`src/timer_defs.svh`:
```
// Function
// - Buzzer carries a 2048 Hz square wave while a tone sounds.
// - Two config straps select configurations 1 to 4; both high is seconds mode.
// - Config 1 shows last minute in seconds; config 2 keeps minutes.
// - Config 3 steps half minutes from 10 to 1 minute, then seconds.
// - Restore strap high picks one-button variant, low with second button two-button.
// - Second fast speed only when the turbo strap is high.
// - Press wakes from power-down within two seconds, shows steady 00, programs.
// - Programming display steady; each short press adds one.
// - Hold over one second adds four per second.
// - With turbo strap, hold over five seconds adds eight per second.
// - Release returns to single increment; modes may alternate freely.
// - Passing 99 wraps to 00.
// - Long hold during programming never resets.
// - Released over two seconds with nonzero value starts countdown.
// - Showing 00 without press for over 45 seconds powers down.
// - Countdown blinks: half second on, half second off.
// - Countdown reaching zero enters ringing.
// - Countdown hold over one second aborts to programming at 00.
// - Ring ten 3-tone groups, 20 s silence, ten more groups.
// - After full ringing, value 00 and programming mode.
// - Ringing blinks; any press stops it, programming at 00.
// - Power-down stops oscillator and display until a wake press.
`ifndef TIMER_DEFS_SVH
`define TIMER_DEFS_SVH

//--------------------------------------------------
// Clock and derived cycle counts
//--------------------------------------------------
`define TMR_CLK_HZ          100000000
`define TMR_TICK_HZ         8
`define TMR_TICK_CYCLES     (`TMR_CLK_HZ / `TMR_TICK_HZ)
`define TMR_BUZ_HZ          2048
`define TMR_BUZ_HALF_CYCLES (`TMR_CLK_HZ / (2 * `TMR_BUZ_HZ))
`define TMR_DEB_MS          10
`define TMR_DEB_CYCLES      (`TMR_CLK_HZ / 1000 * `TMR_DEB_MS)

//--------------------------------------------------
// Times in seconds (wake-up in milliseconds) and their counts in eighth-second ticks
//--------------------------------------------------
`define TMR_LONG_S          1
`define TMR_START_S         2
`define TMR_TURBO_S         5
`define TMR_SLEEP_S         45
`define TMR_BURST_S         10
`define TMR_BURST2_S        30
`define TMR_RING_S          40
`define TMR_WAKE_MS         500
`define TMR_LONG_TICKS      9'(`TMR_LONG_S * `TMR_TICK_HZ)
`define TMR_START_TICKS     9'(`TMR_START_S * `TMR_TICK_HZ)
`define TMR_TURBO_TICKS     9'(`TMR_TURBO_S * `TMR_TICK_HZ)
`define TMR_SLEEP_TICKS     9'(`TMR_SLEEP_S * `TMR_TICK_HZ)
`define TMR_BURST_TICKS     9'(`TMR_BURST_S * `TMR_TICK_HZ)
`define TMR_BURST2_TICKS    9'(`TMR_BURST2_S * `TMR_TICK_HZ)
`define TMR_RING_TICKS      9'(`TMR_RING_S * `TMR_TICK_HZ)
`define TMR_WAKE_TICKS      9'(`TMR_WAKE_MS * `TMR_TICK_HZ / 1000)
`define TMR_TICK_SAT        9'h1FF

//--------------------------------------------------
// Values
//--------------------------------------------------
`define TMR_VALUE_MAX       7'h63
`define TMR_SEC_MAX         7'h3B
`define TMR_HALF_SEC        7'h1E
`define TMR_HALF_UPPER_MIN  7'h0A
`define TMR_PHASE_LAST      3'h7
`define TMR_BLINK_ON_LIM    3'h4

`endif

```
`src/timer_pkg.sv`:
```
package timer_pkg;

	typedef enum logic [2:0] {
		ST_OFF,
		ST_WAKE,
		ST_PROG,
		ST_COUNT,
		ST_RING
	} timer_state_t;

	typedef enum logic [1:0] {
		CFG_MIN_A,
		CFG_MIN_B,
		CFG_MIN_HALF,
		CFG_SECONDS
	} timer_cfg_t;

endpackage : timer_pkg

```
`src/button_countdown_timer_ctrl.sv`:
```
`timescale 1ns/10ps
`include "timer_defs.svh"

module button_countdown_timer_ctrl #(
	parameter int unsigned TICK_CYCLES     = `TMR_TICK_CYCLES,
	parameter int unsigned BUZ_HALF_CYCLES = `TMR_BUZ_HALF_CYCLES,
	parameter int unsigned DEB_CYCLES      = `TMR_DEB_CYCLES
) (
	// Clock and reset
	input  wire logic       core_clk_i,
	input  wire logic       reset_n_i,
	input  wire logic       clk_en_i,
	// User button and straps (pins)
	input  wire logic       button_i,
	input  wire logic       config_strap_a_i,
	input  wire logic       config_strap_b_i,
	input  wire logic       restore_variant_strap_i,
	input  wire logic       turbo_increment_strap_i,
	input  wire logic       second_button_present_i,
	// Display
	output logic [6:0]      display_value_o,
	output logic            display_seconds_o,
	output logic            display_half_o,
	output logic            display_on_o,
	// Buzzer and power
	output logic            buzzer_o,
	output logic            osc_enable_o,
	// Status
	output logic [2:0]      mode_o,
	output logic [1:0]      config_o,
	output logic            single_button_variant_o,
	output logic            dual_button_variant_o
);

	timer_pkg::timer_state_t state_q;
	timer_pkg::timer_state_t state_d;
	timer_pkg::timer_cfg_t   cfg;

	logic [4:0]  strap1_q;
	logic [4:0]  strap2_q;
	logic [23:0] tick_cnt_q;
	logic        tick;
	logic [2:0]  phase_q;
	logic        sec_tick;
	logic        btn_level;
	logic        btn_press;
	logic        btn_release;
	logic        armed_q;
	logic [8:0]  hold_q;
	logic [8:0]  idle_q;
	logic [8:0]  wake_q;
	logic [8:0]  ring_q;
	logic [6:0]  value_q;
	logic [6:0]  min_q;
	logic [6:0]  sec_q;
	logic        inc_one;
	logic        inc_fast;
	logic        turbo_on;
	logic        count_zero;
	logic        enter_prog;
	logic        tone_on;
	logic [14:0] buz_cnt_q;
	logic        buz_sq_q;
	logic [6:0]  disp_val;
	logic        disp_sec;
	logic        disp_half;

	//--------------------------------------------------
	// Button conditioning
	//--------------------------------------------------
	button_conditioner #(
		.DEB_CYCLES (DEB_CYCLES)
	) u_button (
		.core_clk_i (core_clk_i),
		.reset_n_i  (reset_n_i),
		.clk_en_i   (clk_en_i),
		.button_i   (button_i),
		.level_o    (btn_level),
		.press_o    (btn_press),
		.release_o  (btn_release)
	);

	//--------------------------------------------------
	// Strap synchronisers
	//--------------------------------------------------
	always_ff @(posedge core_clk_i or negedge reset_n_i) begin
		if (!reset_n_i) begin
			strap1_q <= 5'h00;
			strap2_q <= 5'h00;
		end else if (clk_en_i) begin
			strap1_q <= {second_button_present_i, turbo_increment_strap_i,
			             restore_variant_strap_i, config_strap_b_i, config_strap_a_i};
			strap2_q <= strap1_q;
		end
	end

	always_comb begin
		case ({strap2_q[1], strap2_q[0]})
			2'b00:   cfg = timer_pkg::CFG_MIN_A;
			2'b01:   cfg = timer_pkg::CFG_MIN_B;
			2'b10:   cfg = timer_pkg::CFG_MIN_HALF;
			default: cfg = timer_pkg::CFG_SECONDS;
		endcase
	end

	always_ff @(posedge core_clk_i or negedge reset_n_i) begin
		if (!reset_n_i) begin
			single_button_variant_o <= 1'b0;
			dual_button_variant_o   <= 1'b0;
			config_o                <= 2'h0;
			mode_o                  <= 3'h0;
		end else if (clk_en_i) begin
			single_button_variant_o <= strap2_q[2];
			dual_button_variant_o   <= ~strap2_q[2] & strap2_q[4];
			config_o                <= cfg;
			mode_o                  <= state_q;
		end
	end

	//--------------------------------------------------
	// Time base: eighth-second ticks, stopped in power-down
	//--------------------------------------------------
	assign tick     = (tick_cnt_q == 24'(TICK_CYCLES - 1));
	assign sec_tick = tick && (phase_q == `TMR_PHASE_LAST);

	always_ff @(posedge core_clk_i or negedge reset_n_i) begin
		if (!reset_n_i) begin
			tick_cnt_q <= 24'h000000;
		end else if (clk_en_i) begin
			if (state_q == timer_pkg::ST_OFF || tick) begin
				tick_cnt_q <= 24'h000000;
			end else begin
				tick_cnt_q <= tick_cnt_q + 24'h000001;
			end
		end
	end

	// Phase restarts on every mode change so blink and seconds align to entry
	always_ff @(posedge core_clk_i or negedge reset_n_i) begin
		if (!reset_n_i) begin
			phase_q <= 3'h0;
		end else if (clk_en_i) begin
			if (state_d != state_q) begin
				phase_q <= 3'h0;
			end else if (tick) begin
				phase_q <= phase_q + 3'h1;
			end
		end
	end

	//--------------------------------------------------
	// Press and idle timers
	//--------------------------------------------------
	always_ff @(posedge core_clk_i or negedge reset_n_i) begin
		if (!reset_n_i) begin
			hold_q <= 9'h000;
			idle_q <= 9'h000;
		end else if (clk_en_i) begin
			if (!btn_level) begin
				hold_q <= 9'h000;
			end else if (tick && btn_level && hold_q != `TMR_TICK_SAT) begin
				hold_q <= hold_q + 9'h001;
			end
			if (btn_level || btn_press || state_d != state_q) begin
				idle_q <= 9'h000;
			end else if (tick && idle_q != `TMR_TICK_SAT) begin
				idle_q <= idle_q + 9'h001;
			end
		end
	end

	//--------------------------------------------------
	// Increment decisions in programming
	//--------------------------------------------------
	assign turbo_on = strap2_q[3] && (hold_q >= `TMR_TURBO_TICKS);
	assign inc_fast = tick && btn_level && armed_q && (hold_q >= `TMR_LONG_TICKS)
	                  && (turbo_on || !hold_q[0]);
	assign inc_one  = btn_release && armed_q && (hold_q < `TMR_LONG_TICKS);
	assign count_zero = (min_q == 7'h00) && (sec_q == 7'h00);

	//--------------------------------------------------
	// Mode sequencing
	//--------------------------------------------------
	always_comb begin
		state_d = state_q;
		case (state_q)
			timer_pkg::ST_OFF: begin
				if (btn_press) begin
					state_d = timer_pkg::ST_WAKE;
				end
			end
			timer_pkg::ST_WAKE: begin
				if (wake_q >= `TMR_WAKE_TICKS) begin
					state_d = timer_pkg::ST_PROG;
				end
			end
			timer_pkg::ST_PROG: begin
				// A long hold only increments here, never resets
				if (idle_q > `TMR_START_TICKS && value_q != 7'h00) begin
					state_d = timer_pkg::ST_COUNT;
				end else if (idle_q > `TMR_SLEEP_TICKS && value_q == 7'h00) begin
					state_d = timer_pkg::ST_OFF;
				end
			end
			timer_pkg::ST_COUNT: begin
				if (btn_level && hold_q > `TMR_LONG_TICKS) begin
					state_d = timer_pkg::ST_PROG;
				end else if (count_zero) begin
					state_d = timer_pkg::ST_RING;
				end
			end
			timer_pkg::ST_RING: begin
				if (btn_press || ring_q >= `TMR_RING_TICKS) begin
					state_d = timer_pkg::ST_PROG;
				end
			end
			default: state_d = timer_pkg::ST_OFF;
		endcase
	end

	assign enter_prog = (state_d == timer_pkg::ST_PROG) && (state_q != timer_pkg::ST_PROG);

	always_ff @(posedge core_clk_i or negedge reset_n_i) begin
		if (!reset_n_i) begin
			state_q <= timer_pkg::ST_OFF;
		end else if (clk_en_i) begin
			state_q <= state_d;
		end
	end

	always_ff @(posedge core_clk_i or negedge reset_n_i) begin
		if (!reset_n_i) begin
			wake_q <= 9'h000;
		end else if (clk_en_i) begin
			if (state_q != timer_pkg::ST_WAKE) begin
				wake_q <= 9'h000;
			end else if (tick) begin
				wake_q <= wake_q + 9'h001;
			end
		end
	end

	// The press that woke or stopped the timer must be released before it counts
	always_ff @(posedge core_clk_i or negedge reset_n_i) begin
		if (!reset_n_i) begin
			armed_q <= 1'b0;
		end else if (clk_en_i) begin
			if (enter_prog) begin
				armed_q <= 1'b0;
			end else if (state_q == timer_pkg::ST_PROG && !btn_level) begin
				armed_q <= 1'b1;
			end
		end
	end

	//--------------------------------------------------
	// Programmed value
	//--------------------------------------------------
	always_ff @(posedge core_clk_i or negedge reset_n_i) begin
		if (!reset_n_i) begin
			value_q <= 7'h00;
		end else if (clk_en_i) begin
			if (enter_prog) begin
				value_q <= 7'h00;
			end else if (state_q == timer_pkg::ST_PROG && (inc_one || inc_fast)) begin
				if (value_q == `TMR_VALUE_MAX) begin
					value_q <= 7'h00;
				end else begin
					value_q <= value_q + 7'h01;
				end
			end
		end
	end

	//--------------------------------------------------
	// Countdown: remaining minutes and seconds
	//--------------------------------------------------
	always_ff @(posedge core_clk_i or negedge reset_n_i) begin
		if (!reset_n_i) begin
			min_q <= 7'h00;
			sec_q <= 7'h00;
		end else if (clk_en_i) begin
			if (state_q == timer_pkg::ST_PROG) begin
				if (cfg == timer_pkg::CFG_SECONDS) begin
					min_q <= 7'h00;
					sec_q <= value_q;
				end else begin
					min_q <= value_q;
					sec_q <= 7'h00;
				end
			end else if (state_q == timer_pkg::ST_COUNT && sec_tick && !count_zero) begin
				if (sec_q != 7'h00) begin
					sec_q <= sec_q - 7'h01;
				end else begin
					min_q <= min_q - 7'h01;
					sec_q <= `TMR_SEC_MAX;
				end
			end
		end
	end

	//--------------------------------------------------
	// Ringing sequence and buzzer
	//--------------------------------------------------
	always_ff @(posedge core_clk_i or negedge reset_n_i) begin
		if (!reset_n_i) begin
			ring_q <= 9'h000;
		end else if (clk_en_i) begin
			if (state_q != timer_pkg::ST_RING) begin
				ring_q <= 9'h000;
			end else if (tick) begin
				ring_q <= ring_q + 9'h001;
			end
		end
	end

	// Each burst second holds three eighth-second tones at phases 0, 2 and 4
	assign tone_on = (state_q == timer_pkg::ST_RING)
	                 && (ring_q < `TMR_BURST_TICKS || ring_q >= `TMR_BURST2_TICKS)
	                 && !ring_q[0] && (ring_q[2:0] <= 3'h4);

	always_ff @(posedge core_clk_i or negedge reset_n_i) begin
		if (!reset_n_i) begin
			buz_cnt_q <= 15'h0000;
			buz_sq_q  <= 1'b0;
			buzzer_o  <= 1'b0;
		end else if (clk_en_i) begin
			if (!tone_on) begin
				buz_cnt_q <= 15'h0000;
				buz_sq_q  <= 1'b0;
			end else if (buz_cnt_q == 15'(BUZ_HALF_CYCLES - 1)) begin
				buz_cnt_q <= 15'h0000;
				buz_sq_q  <= ~buz_sq_q;
			end else begin
				buz_cnt_q <= buz_cnt_q + 15'h0001;
			end
			buzzer_o <= tone_on & buz_sq_q;
		end
	end

	//--------------------------------------------------
	// Display content
	//--------------------------------------------------
	always_comb begin
		disp_val  = value_q;
		disp_sec  = (cfg == timer_pkg::CFG_SECONDS);
		disp_half = 1'b0;
		if (state_q == timer_pkg::ST_COUNT) begin
			if (cfg == timer_pkg::CFG_SECONDS) begin
				disp_val = sec_q;
			end else if (min_q == 7'h00 && cfg != timer_pkg::CFG_MIN_B) begin
				disp_val = sec_q;
				disp_sec = 1'b1;
			end else if (cfg == timer_pkg::CFG_MIN_HALF && min_q < `TMR_HALF_UPPER_MIN
			             && sec_q != 7'h00 && sec_q <= `TMR_HALF_SEC) begin
				disp_val  = min_q;
				disp_half = 1'b1;
			end else if (sec_q != 7'h00) begin
				disp_val = min_q + 7'h01;
			end else begin
				disp_val = min_q;
			end
		end else if (state_q != timer_pkg::ST_PROG) begin
			disp_val = 7'h00;
		end
	end

	always_ff @(posedge core_clk_i or negedge reset_n_i) begin
		if (!reset_n_i) begin
			display_value_o   <= 7'h00;
			display_seconds_o <= 1'b0;
			display_half_o    <= 1'b0;
			display_on_o      <= 1'b0;
			osc_enable_o      <= 1'b0;
		end else if (clk_en_i) begin
			display_value_o   <= disp_val;
			display_seconds_o <= disp_sec;
			display_half_o    <= disp_half;
			osc_enable_o      <= (state_q != timer_pkg::ST_OFF);
			case (state_q)
				timer_pkg::ST_OFF:   display_on_o <= 1'b0;
				timer_pkg::ST_COUNT,
				timer_pkg::ST_RING:  display_on_o <= (phase_q < `TMR_BLINK_ON_LIM);
				default:             display_on_o <= 1'b1;
			endcase
		end
	end

endmodule : button_countdown_timer_ctrl

```
`src/button_conditioner.sv`:
```
`timescale 1ns/10ps
`include "timer_defs.svh"

module button_conditioner #(
	parameter int unsigned DEB_CYCLES = `TMR_DEB_CYCLES
) (
	// Clock and reset
	input  wire logic core_clk_i,
	input  wire logic reset_n_i,
	input  wire logic clk_en_i,
	// Raw pin
	input  wire logic button_i,
	// Conditioned button
	output logic      level_o,
	output logic      press_o,
	output logic      release_o
);

	logic        sync1_q;
	logic        sync2_q;
	logic [23:0] deb_q;

	//--------------------------------------------------
	// Synchroniser
	//--------------------------------------------------
	always_ff @(posedge core_clk_i or negedge reset_n_i) begin
		if (!reset_n_i) begin
			sync1_q <= 1'b0;
			sync2_q <= 1'b0;
		end else if (clk_en_i) begin
			sync1_q <= button_i;
			sync2_q <= sync1_q;
		end
	end

	//--------------------------------------------------
	// Debounce: level must hold steady for DEB_CYCLES
	//--------------------------------------------------
	always_ff @(posedge core_clk_i or negedge reset_n_i) begin
		if (!reset_n_i) begin
			deb_q     <= 24'h000000;
			level_o   <= 1'b0;
			press_o   <= 1'b0;
			release_o <= 1'b0;
		end else if (clk_en_i) begin
			press_o   <= 1'b0;
			release_o <= 1'b0;
			if (sync2_q == level_o) begin
				deb_q <= 24'h000000;
			end else if (deb_q >= 24'(DEB_CYCLES - 1)) begin
				deb_q     <= 24'h000000;
				level_o   <= sync2_q;
				press_o   <= sync2_q;
				release_o <= ~sync2_q;
			end else begin
				deb_q <= deb_q + 24'h000001;
			end
		end
	end

endmodule : button_conditioner

```
`config.mk`:
```
export PLATFORM = sky130hd
export DESIGN_NAME = button_countdown_timer_ctrl
export DESIGN_NICKNAME = d
export VERILOG_FILES = /design/src/timer_pkg.sv /design/src/button_countdown_timer_ctrl.sv /design/src/button_conditioner.sv
export VERILOG_INCLUDE_DIRS = /design/src
export SDC_FILE = /design/constraint.sdc
export NUM_CORES = 1
export LEC_CHECK = 0
export BUFFER_PORTS_ARGS = -buffer_cell sky130_fd_sc_hd__buf_2
export CAP_MARGIN = 5
export CORE_MARGIN = 1.5
export CORE_UTILIZATION = 63
export DETAILED_ROUTE_END_ITERATION = 6
export GPL_TIMING_DRIVEN = 1
export PLACE_DENSITY = 0.82
export SYNTH_ARGS = -nofsm -noshare
export SYNTH_HDL_FRONTEND = slang
export SYNTH_SLANG_ARGS = --single-unit
```
`constraint.sdc`:
```
create_clock -name core_clk_i -period 3.5 [get_ports core_clk_i]
set_input_delay 0.35 -clock core_clk_i [delete_from_list [all_inputs] [get_ports core_clk_i]]
set_output_delay 0.35 -clock core_clk_i [all_outputs]
set_load 0.005 [all_outputs]
```
---- After elaboration in Yosys (flattened, before gate mapping) ----
Cells that the tools add are included.
cells by class
  add/subtract/negate cells ............... 12
  $lt $le $gt $ge ......................... 15
  equal/unequal tests ..................... 24
  bitwise operators ....................... 6
  multiplexer cells ....................... 57
  reduce and logical (&&, ||, !) cells .... 64
operator list
  cell                                                                  count
  2-to-1 mux 7 bit                                                      17
  2-to-1 mux 24 bit                                                     3
  2-to-1 mux 9 bit                                                      8
  adder 24 x 1 -> 24 bit (second input constant)                        2
  adder 9 x 1 -> 9 bit (second input constant)                          4
  2-to-1 mux 15 bit                                                     2
  2-to-1 mux 3 bit                                                      9
  logical AND 1 bit                                                     26
  equality test 24 bit (second input constant)                          1
  greater-or-equal comparator 24 x 20 -> 1 bit (second input constant)  1
  logical NOT 7 bit                                                     3
  != test 9 bit (second input constant)                                 2
  AND reduction 2 bit                                                   9
  adder 15 x 1 -> 15 bit (second input constant)                        1
  equality test 15 bit (second input constant)                          1
  2-to-1 mux 1 bit                                                      15
  one-hot mux 3 bit (5 select lines)                                    1
  adder 7 x 1 -> 7 bit (second input constant)                          2
  nonzero test 2 bit                                                    7
  nonzero test 7 bit                                                    2
  subtractor 7 x 1 -> 7 bit (second input constant)                     2
  equality test 3 x 2 -> 1 bit (second input constant)                  3
  greater-or-equal comparator 9 x 3 -> 1 bit (second input constant)    1
  greater-or-equal comparator 9 x 4 -> 1 bit (second input constant)    1
  other kinds (36)                                                      55
storage, ports and cells
  word-level logic and storage cells ...... 209
  register bits ........................... 162
  output and inout bits ................... 19

---- Logic depth before layout (Yosys ltp) ----
Gate-level depths: netlist of the first run.
  depth after elaboration ................. 10
  mapped depth ............................ 10
  depth with buffers taken out ............ 9

---- Hierarchy ----
From an unflattened synthesis of the first run, not the netlist that was laid out.
second synthesis, totals
  cells, all modules ...................... 975
  area total of the unflattened synthesis .. 9102.5 um2
by module, submodules not included
  module                       cells an instance  times used  area each (um2)
  button_countdown_timer_ctrl  814                1           7498.4
  button_conditioner           161                1           1604.0

---- Least setup slack after synthesis of the first run ----
No wires, ideal clock.
  path type ............................... register to register
  start ................................... register min_q[0]
  end ..................................... register idle_q[0]
  path buffers ............................ 0
  library setup time ...................... 125 ps
  data arrival time ....................... 2729 ps
  slack ................................... 647 ps
  cell stages (with the launch flop) ...... 10
  clock period less this slack ............ 2853 ps
  cell sequence ........................... dfrtp_1 -> inv_1 -> ha_1 -> nor3b_1 -> nand4_1 -> o31ai_1 -> a311oi_1 -> o221a_2 -> and4_1 -> mux2_2
between the ends
  cells in the longest elaborated chain, start to end .. 9
ends and longest elaborated chain
  element                                 RTL line                            source
  start: declaration                      button_countdown_timer_ctrl.sv:54   logic [6:0] min_q;
  start signal: assignment                button_countdown_timer_ctrl.sv:288  min_q <= value_q;
  start signal: assignment                button_countdown_timer_ctrl.sv:295  min_q <= min_q - 7'h01;
  logical NOT 7 bit (*)                   button_countdown_timer_ctrl.sv:179  assign count_zero = (min_q == 7'h00) && (sec_q == 7'h00);
  logical AND 1 bit (*)                   button_countdown_timer_ctrl.sv:179
  2-to-1 mux 3 bit (*)                    button_countdown_timer_ctrl.sv:208  end else if (count_zero) begin
  2-to-1 mux 3 bit (*)                    button_countdown_timer_ctrl.sv:206  if (btn_level && hold_q > `TMR_LONG_TICKS) begin
  one-hot mux 3 bit (5 select lines) (*)  button_countdown_timer_ctrl.sv:186  case (state_q)
  != test 3 bit (*)                       button_countdown_timer_ctrl.sv:164  if (btn_level || btn_press || state_d != state_q) begin
  logical OR 1 bit (*)                    button_countdown_timer_ctrl.sv:164
  nonzero test 2 bit (no line)            n/a
  AND reduction 2 bit (no line)           n/a
  end signal: assignment                  button_countdown_timer_ctrl.sv:167  idle_q <= idle_q + 9'h001;
  end: declaration                        button_countdown_timer_ctrl.sv:50   logic [8:0] idle_q;
Every way passes the cells marked *; elsewhere a longest branch is shown, timed or not.
A chain may end at the register's enable or synchronous reset.

---- Worst setup path after layout of the first run ----
  start ................................... register tick_cnt_q[9]
  end ..................................... register min_q[6]
between the ends
  cells in the longest elaborated chain, start to end .. 6
ends and longest elaborated chain
  element                          RTL line                            source
  start: declaration               button_countdown_timer_ctrl.sv:41   logic [23:0] tick_cnt_q;
  start signal: assignment         button_countdown_timer_ctrl.sv:133  tick_cnt_q <= tick_cnt_q + 24'h000001;
  equality test 24 bit             button_countdown_timer_ctrl.sv:123  assign tick = (tick_cnt_q == 24'(TICK_CYCLES - 1));
  logical AND 1 bit                button_countdown_timer_ctrl.sv:124  assign sec_tick = tick && (phase_q == `TMR_PHASE_LAST);
  logical AND 1 bit (2 in series)  button_countdown_timer_ctrl.sv:291  end else if (state_q == timer_pkg::ST_COUNT && sec_tick && !count_zero) begin
  nonzero test 2 bit (no line)     n/a
  AND reduction 3 bit (no line)    n/a
Every way passes these cells.

==> out/summary.txt, run 1 <==
status -> completed
Overflow after GRT -> 0
Worst setup SP type -> register
R2R Path End -> min_q[6]
Slew HR -> 42.0%
clk root buf -> clkbuf_16
clk slew on worst S/H paths -> 70 ps
clock buffer depth -> 2
Global Route Usage Sum -> 28.8%
most frequent CP cell -> o21ai_0
Vias/cell -> 6.28
Num CTS Buffers -> 17
distinct cell type count after synthesis -> 69
CTS tree -> built
number of synthesized flops with an enable pin -> 0
CP Buf/Inv Count -> 0
Static Leakage -> 4.27 nW
cts repair resizes -> 0
Critical Path RT -> 3790 ps
Hold WC Path Type -> in -> async
via count -> 7,324
CTS Hold Buffers Added -> 0
DR pass1 iterations -> 5
cell count after synthesis -> 952
R2R cell count -> 7
ratio of cells with drive above 1 in the final layout -> 11.5%
CP startpoint -> tick_cnt_q[9]
Post-synth top flop -> dfrtp_1
DIE AREA -> 14,700 sq um
H-tree Lvls -> 4
Yosys top cell area share -> 46.0%
fillers -> 1,019
R2R setup slack -> 320 ps
Worst setup EP type -> register
CP cell instances -> or4b_1 -> or4_1 -> nor2_1 -> a41o_1 -> nand3_1 -> o21ai_0 -> o21ai_0
Area contributors post-synth -> dfrtp_1, nor2_1, o21ai_0
CP max FO -> 14
highest-count cells in the layout ignoring fill and taps -> dfrtp_1, nor2_1, nand2_1, o21ai_0, nand3_1
Post-synth ARST share -> 100%
Tmin final -> 3180 ps
max_cap viols -> 0
clk_lat worst skew -> 440 ps
core footprint -> 13,800 sq um
antenna violations before repair -> 0
IO Port Bufs -> 27
first-pass GRT wire length -> 33.9 mm
area of the multi-input gates -> 4450 sq um
Area Overhead vs Synth -> 10.9%
RSZ-0062 raised after global routing -> no
slack of the critical path -> 323 ps
Ys Warns -> 0
Clock Sinks -> 162
crit path kind -> reg -> reg
die span in x -> 121 um
largest net degree at the start of global routing -> 92
worst r2r src -> tick_cnt_q[9]
register area -> 4050 sq um
Initial Util -> 64.1%
dpl hpwl -> 13.0 mm
wire per inst -> 17.1 um
Seq/Total Area, Yosys -> 46.0%
Post-Syn Area -> 8820 sq um
Avg Cell Area, Syn -> 9.27 sq um
Max stage delay cell, worst path -> or4_1
CP delay by family, top -> simple AND/OR/NAND/NOR gates
fin. max-slew vios -> 0
std cell rows -> 43
most common cell after layout, fill and taps aside -> dfrtp_1
Top Ports -> 28
Final period util -> 90.8%
setup bufs post-CTS -> 0
Final TNS setup -> 0 ps
count of final hold-check violations -> 0
worst vdd ir -> 0.000620 V
DIE HEIGHT -> 121 um
Routed Antenna Nets -> 0
Max stage delay on crit path -> 630 ps
Post-Syn Nets -> 983
Setup-failing EPs final -> 0
max frequency -> 315 MHz
GPL Wtd Cong -> 0.880
drt first-iter violations -> 663
worst slew pin tran -> 867 ps
Worst Setup Slack post-DPL -> 378 ps
largest area contributor in the netlist -> dfrtp_1
Layout Nets -> 1,004
ant diodes -> 0
P per Cell Area -> 616 nW/um^2
FF+latch count, synth -> 162
WL final -> 20.0 mm
Final Skew -> 13.4 ps
drt drc -> 0
vias in the first global route -> 7,077
Worst EP arrival -> 3470 ps
==> how the worst max path moves through the flow <==
| stage | endpoint | depth (start not counted) | slack (ps) |
|---|---|---|---|
| 2_1_floorplan | idle_q[0] | 9 | 650 |
| 6_report | min_q[6] | 7 | 320 |
| 3_3_place_gp | min_q[0] | 7 | 490 |
| 3_5_place_dp | idle_q[5] | 10 | 380 |
| 5_1_grt | idle_q[0] | 10 | 150 |
| 4_1_cts | min_q[6] | 7 | 340 |
==> metal layers <==
layer	track usage [%]	share of wire (%)	vias up
li1	-	-	3477
met1	39.5	45	3553
met2	46.3	47	260
met3	5.78	6.0	34
met4	8.90	1.8	0
met5	0	0	-
==> cells in the mapped netlist (4+ instances only) <==
library cell  instances
and2_1                7
clkbuf_1             32
nor2b_1              11
and4_1                8
a41oi_1               4
a21o_1                7
and3_1               17
nand3_1              52
mux2i_1               8
inv_1                40
buf_1                 5
or4_1                 6
nand2b_1              9
nor3_1               30
o22ai_1               6
mux2_2               22
nor4_1                8
a22o_1                8
ha_1                 22
nand2_1              71
dfrtp_1             162
a31oi_1              12
buf_2                 5
nor3b_1               8
or3_1                11
xnor2_1              18
a311oi_1              4
o21a_1                7
nand4_1              18
o31ai_1              14
nor2_1              109
xor2_1               34
o21ai_0              65
a211oi_1              7
a21oi_1              48
==> final cells by class <==
cell class / instances / share of cell area [%]
clock inverter: 15 / 1.97
sequential: 162 / 41.4
timing repair buffer: 45 / 2.98
inverter: 40 / 1.53
clock buffer: 17 / 4.35
multi-input combinational: 707 / 45.4
tap: 180 / 2.30
==> metrics by stage <==
| stage | total power, mW | utilization, % | std cells | hold slack, ps | instance area, sq um |
|---|---|---|---|---|---|
| finish | 6.03 | 71.1 | 1166 | 8.40 | 9790 |
| CTS | 6.02 | 71.1 | 1166 | 45.2 | 9790 |
| global route | 6.34 | 71.1 | 1166 | 83.1 | 9790 |
| global placement | 3.98 | 66.6 | 1134 | 460 | 9170 |
| detailed placement | 4.03 | 66.6 | 1134 | 467 | 9170 |
| floorplan | 3.52 | - | 952 | 54.4 | 8820 |
==> flip-flops by register name, summed over array words and instances, names as in the netlist, 2 cells and up <==
name             count
buz_cnt_q           15
config_o             2
display_value_o      7
hold_q               9
idle_q               9
min_q                7
mode_o               3
phase_q              3
ring_q               9
sec_q                7
state_q              3
strap1_q             5
strap2_q             5
tick_cnt_q          24
u_button.deb_q      24
value_q              7
wake_q               9
==> kinds of logic after synthesis <==
kind of cell	Yosys count	share of synthesized area, %
multiplexers	30	3.72
flip-flops	162	46.0
XOR/XNOR	52	5.16
AO/OA/AOI/OAI	222	16.7
buffers and inverters	83	3.69
AND/OR/NAND/NOR	381	21.7
adder cells (fa/ha/maj)	22	3.12
==> where the power goes <==
part           leakage [nW]  total (mW)  switching [mW]  internal [mW]
clock                 0.302        1.97           0.828           1.14
sequential             2.15        2.48           0.357           2.12
combinational          1.82        1.58           0.955          0.627
Note: power is estimated with default switching activity, not from simulation.
==> run 2: changes to the inputs <==
- CORE_UTILIZATION: 63 -> 25
- PLACE_DENSITY: 0.82 -> 0.4
- SLEW_MARGIN: not set -> 20
==> out/summary.txt, run 2 (synthesis results as in run 1) <==
Final period util -> 89.2%
Static Leakage -> 4.31 nW
register area -> 4050 sq um
Hold Path Depth -> 2
DIE AREA -> 36,400 sq um
GPL Wtd Cong -> 0.760
Clock Sinks -> 162
clock buffer depth -> 2
sequential share of power -> 40.1%
Final TNS setup -> 0 ps
setup bufs post-CTS -> 0
Slew HR -> 36.8%
die span in x -> 191 um
Overflow after GRT -> 0
Setup-failing EPs final -> 0
Max stage delay on crit path -> 630 ps
count of final hold-check violations -> 0
P per Cell Area -> 593 nW/um^2
Worst setup SP type -> register
Worst setup EP type -> register
Final Skew -> 15.6 ps
WL final -> 23.0 mm
Routed Antenna Nets -> 0
DIE HEIGHT -> 191 um
combinational share of power -> 27.9%
max frequency -> 320 MHz
core footprint -> 34,600 sq um
RSZ-0062 raised after global routing -> no
ratio of cells with drive above 1 in the final layout -> 12.1%
clk_lat worst skew -> 440 ps
CP Buf/Inv Count -> 2
H-tree Lvls -> 4
ant diodes -> 0
CP cell instances -> inv_1 -> ha_1 -> nor3b_1 -> buf_4 -> nand4_1 -> or4b_2 -> a21boi_0 -> o21ai_0 -> o31ai_1 -> mux2_2
Area Overhead vs Synth -> 15.8%
CP max FO -> 6
Worst EP arrival -> 3490 ps
Top Ports -> 28
Num CTS Buffers -> 17
CP delay by family, top -> simple AND/OR/NAND/NOR gates
largest net degree at the start of global routing -> 74
DR pass1 iterations -> 4
fillers -> 3,624
Regs by FF count -> tick_cnt_q: 24 flops, u_button.deb_q: 24 flops, buz_cnt_q: 15 flops
Max stage delay cell, worst path -> or4b_2
clk slew on worst S/H paths -> 70 ps
std cell rows -> 68
clock power share -> 32.0%
fin. max-slew vios -> 0
worst vdd ir -> 0.000346 V
overall power consumption -> 6.06 mW
antenna violations before repair -> 0
most common cell after layout, fill and taps aside -> dfrtp_1
area of the multi-input gates -> 4450 sq um
highest-count cells in the layout ignoring fill and taps -> dfrtp_1, nor2_1, nand2_1, o21ai_0, nand3_1
max_cap viols -> 0
vias in the first global route -> 6,952
Layout Nets -> 1,015
worst slew pin tran -> 944 ps
Critical Path RT -> 3870 ps
Tmin final -> 3120 ps
Vias/cell -> 4.82
Worst path depth -> 10
drt first-iter violations -> 403
IO Port Bufs -> 27
crit path kind -> reg -> reg
via count -> 6,988
status -> completed
first-pass GRT wire length -> 38.4 mm
Psw -> 2.15 mW
Int Pwr -> 3.91 mW
switching share of power -> 35.4%
Global Route Usage Sum -> 13.4%
CTS tree -> built
drt drc -> 0
Hold WC Path Type -> in -> reg
Initial Util -> 25.5%
clk root buf -> clkbuf_16
R2R cell count -> 10
dpl hpwl -> 15.6 mm
wire per inst -> 15.8 um
-- run 2: cell count changes in the layout (fill, tap and decap cells not counted), moves of 2 or more --
cell / change
clkbuf_8: +3
clkinv_4: -3
buf_12: +2
clkinvlp_4: +2
buf_4: +8
inv_6: -2
-- run 2: repair_timing --
action,CTS,global route
hold buffers,1,0
endpoints found under the hold margin,43,0
gates resized for setup,0,0
-- run 2: layer usage --
metal  part of all wire [%]  GRT usage (%)  wire length, um  up-vias
met5                      0              0                0        -
met4                    1.2           3.91              264        0
met3                    2.2           2.54              494       13
met2                     46           21.4            10600       69
met1                     51           18.3            11600     3406
li1                       -              -                -     3500
-- run 2: stage by stage --
stage          area (sq um)  util (%)  setup slack, ps  hold WS, ps  instances
4_1_cts               10200      29.5              392          113       1451
5_1_grt               10200      29.5              132          120       1451
2_1_floorplan          8820         -              647         54.4        952
6_report              10200      29.5              378          144       1451
3_5_place_dp           9610      27.8              435          456       1419
3_3_place_gp           9610      27.8              433          462       1419
-- run 2: power groups by stage --
stage / clock (mW) / combinational, mW / sequential [mW]
after global routing: 2.08 / 1.91 / 2.48
final: 1.94 / 1.69 / 2.43
after floorplan: 0 / 1.18 / 2.34
after CTS: 2.02 / 1.72 / 2.43
after detailed placement: 0 / 1.71 / 2.47
after global placement: 0 / 1.72 / 2.46
-- run 2: final cells by class --
cell class / count / area share [%]
clock buffer: 21 / 4.61
clock inverter: 10 / 1.20
inverter: 40 / 1.47
multi-input combinational: 707 / 43.5
sequential: 162 / 39.7
tap: 455 / 5.57
timing repair buffer: 56 / 3.93
-- run 2: path summary, 6_finish.rpt --
check / slack (ps) / from / endpoint
max: 380 / min_q[0] / idle_q[0]
min: 140 / config_strap_a_i / strap1_q[0]
max reg2reg: 380 / min_q[0] / idle_q[0]
min reg2reg: 470 / buz_sq_q / buz_sq_q
max in group asynchronous: 2240 / reset_n_i / u_button.deb_q[20]
min in group asynchronous: 520 / reset_n_i / tick_cnt_q[19]
-- run 2: worst reg2reg max path: cells and delay by family, from the launching register on --
kind / cells / cell delay [ps]
compound gates: 3 / 940
fa+ha+maj: 1 / 250
buf+inv: 2 / 250
flops: 1 / 410
mux: 1 / 230
simple gates: 3 / 980
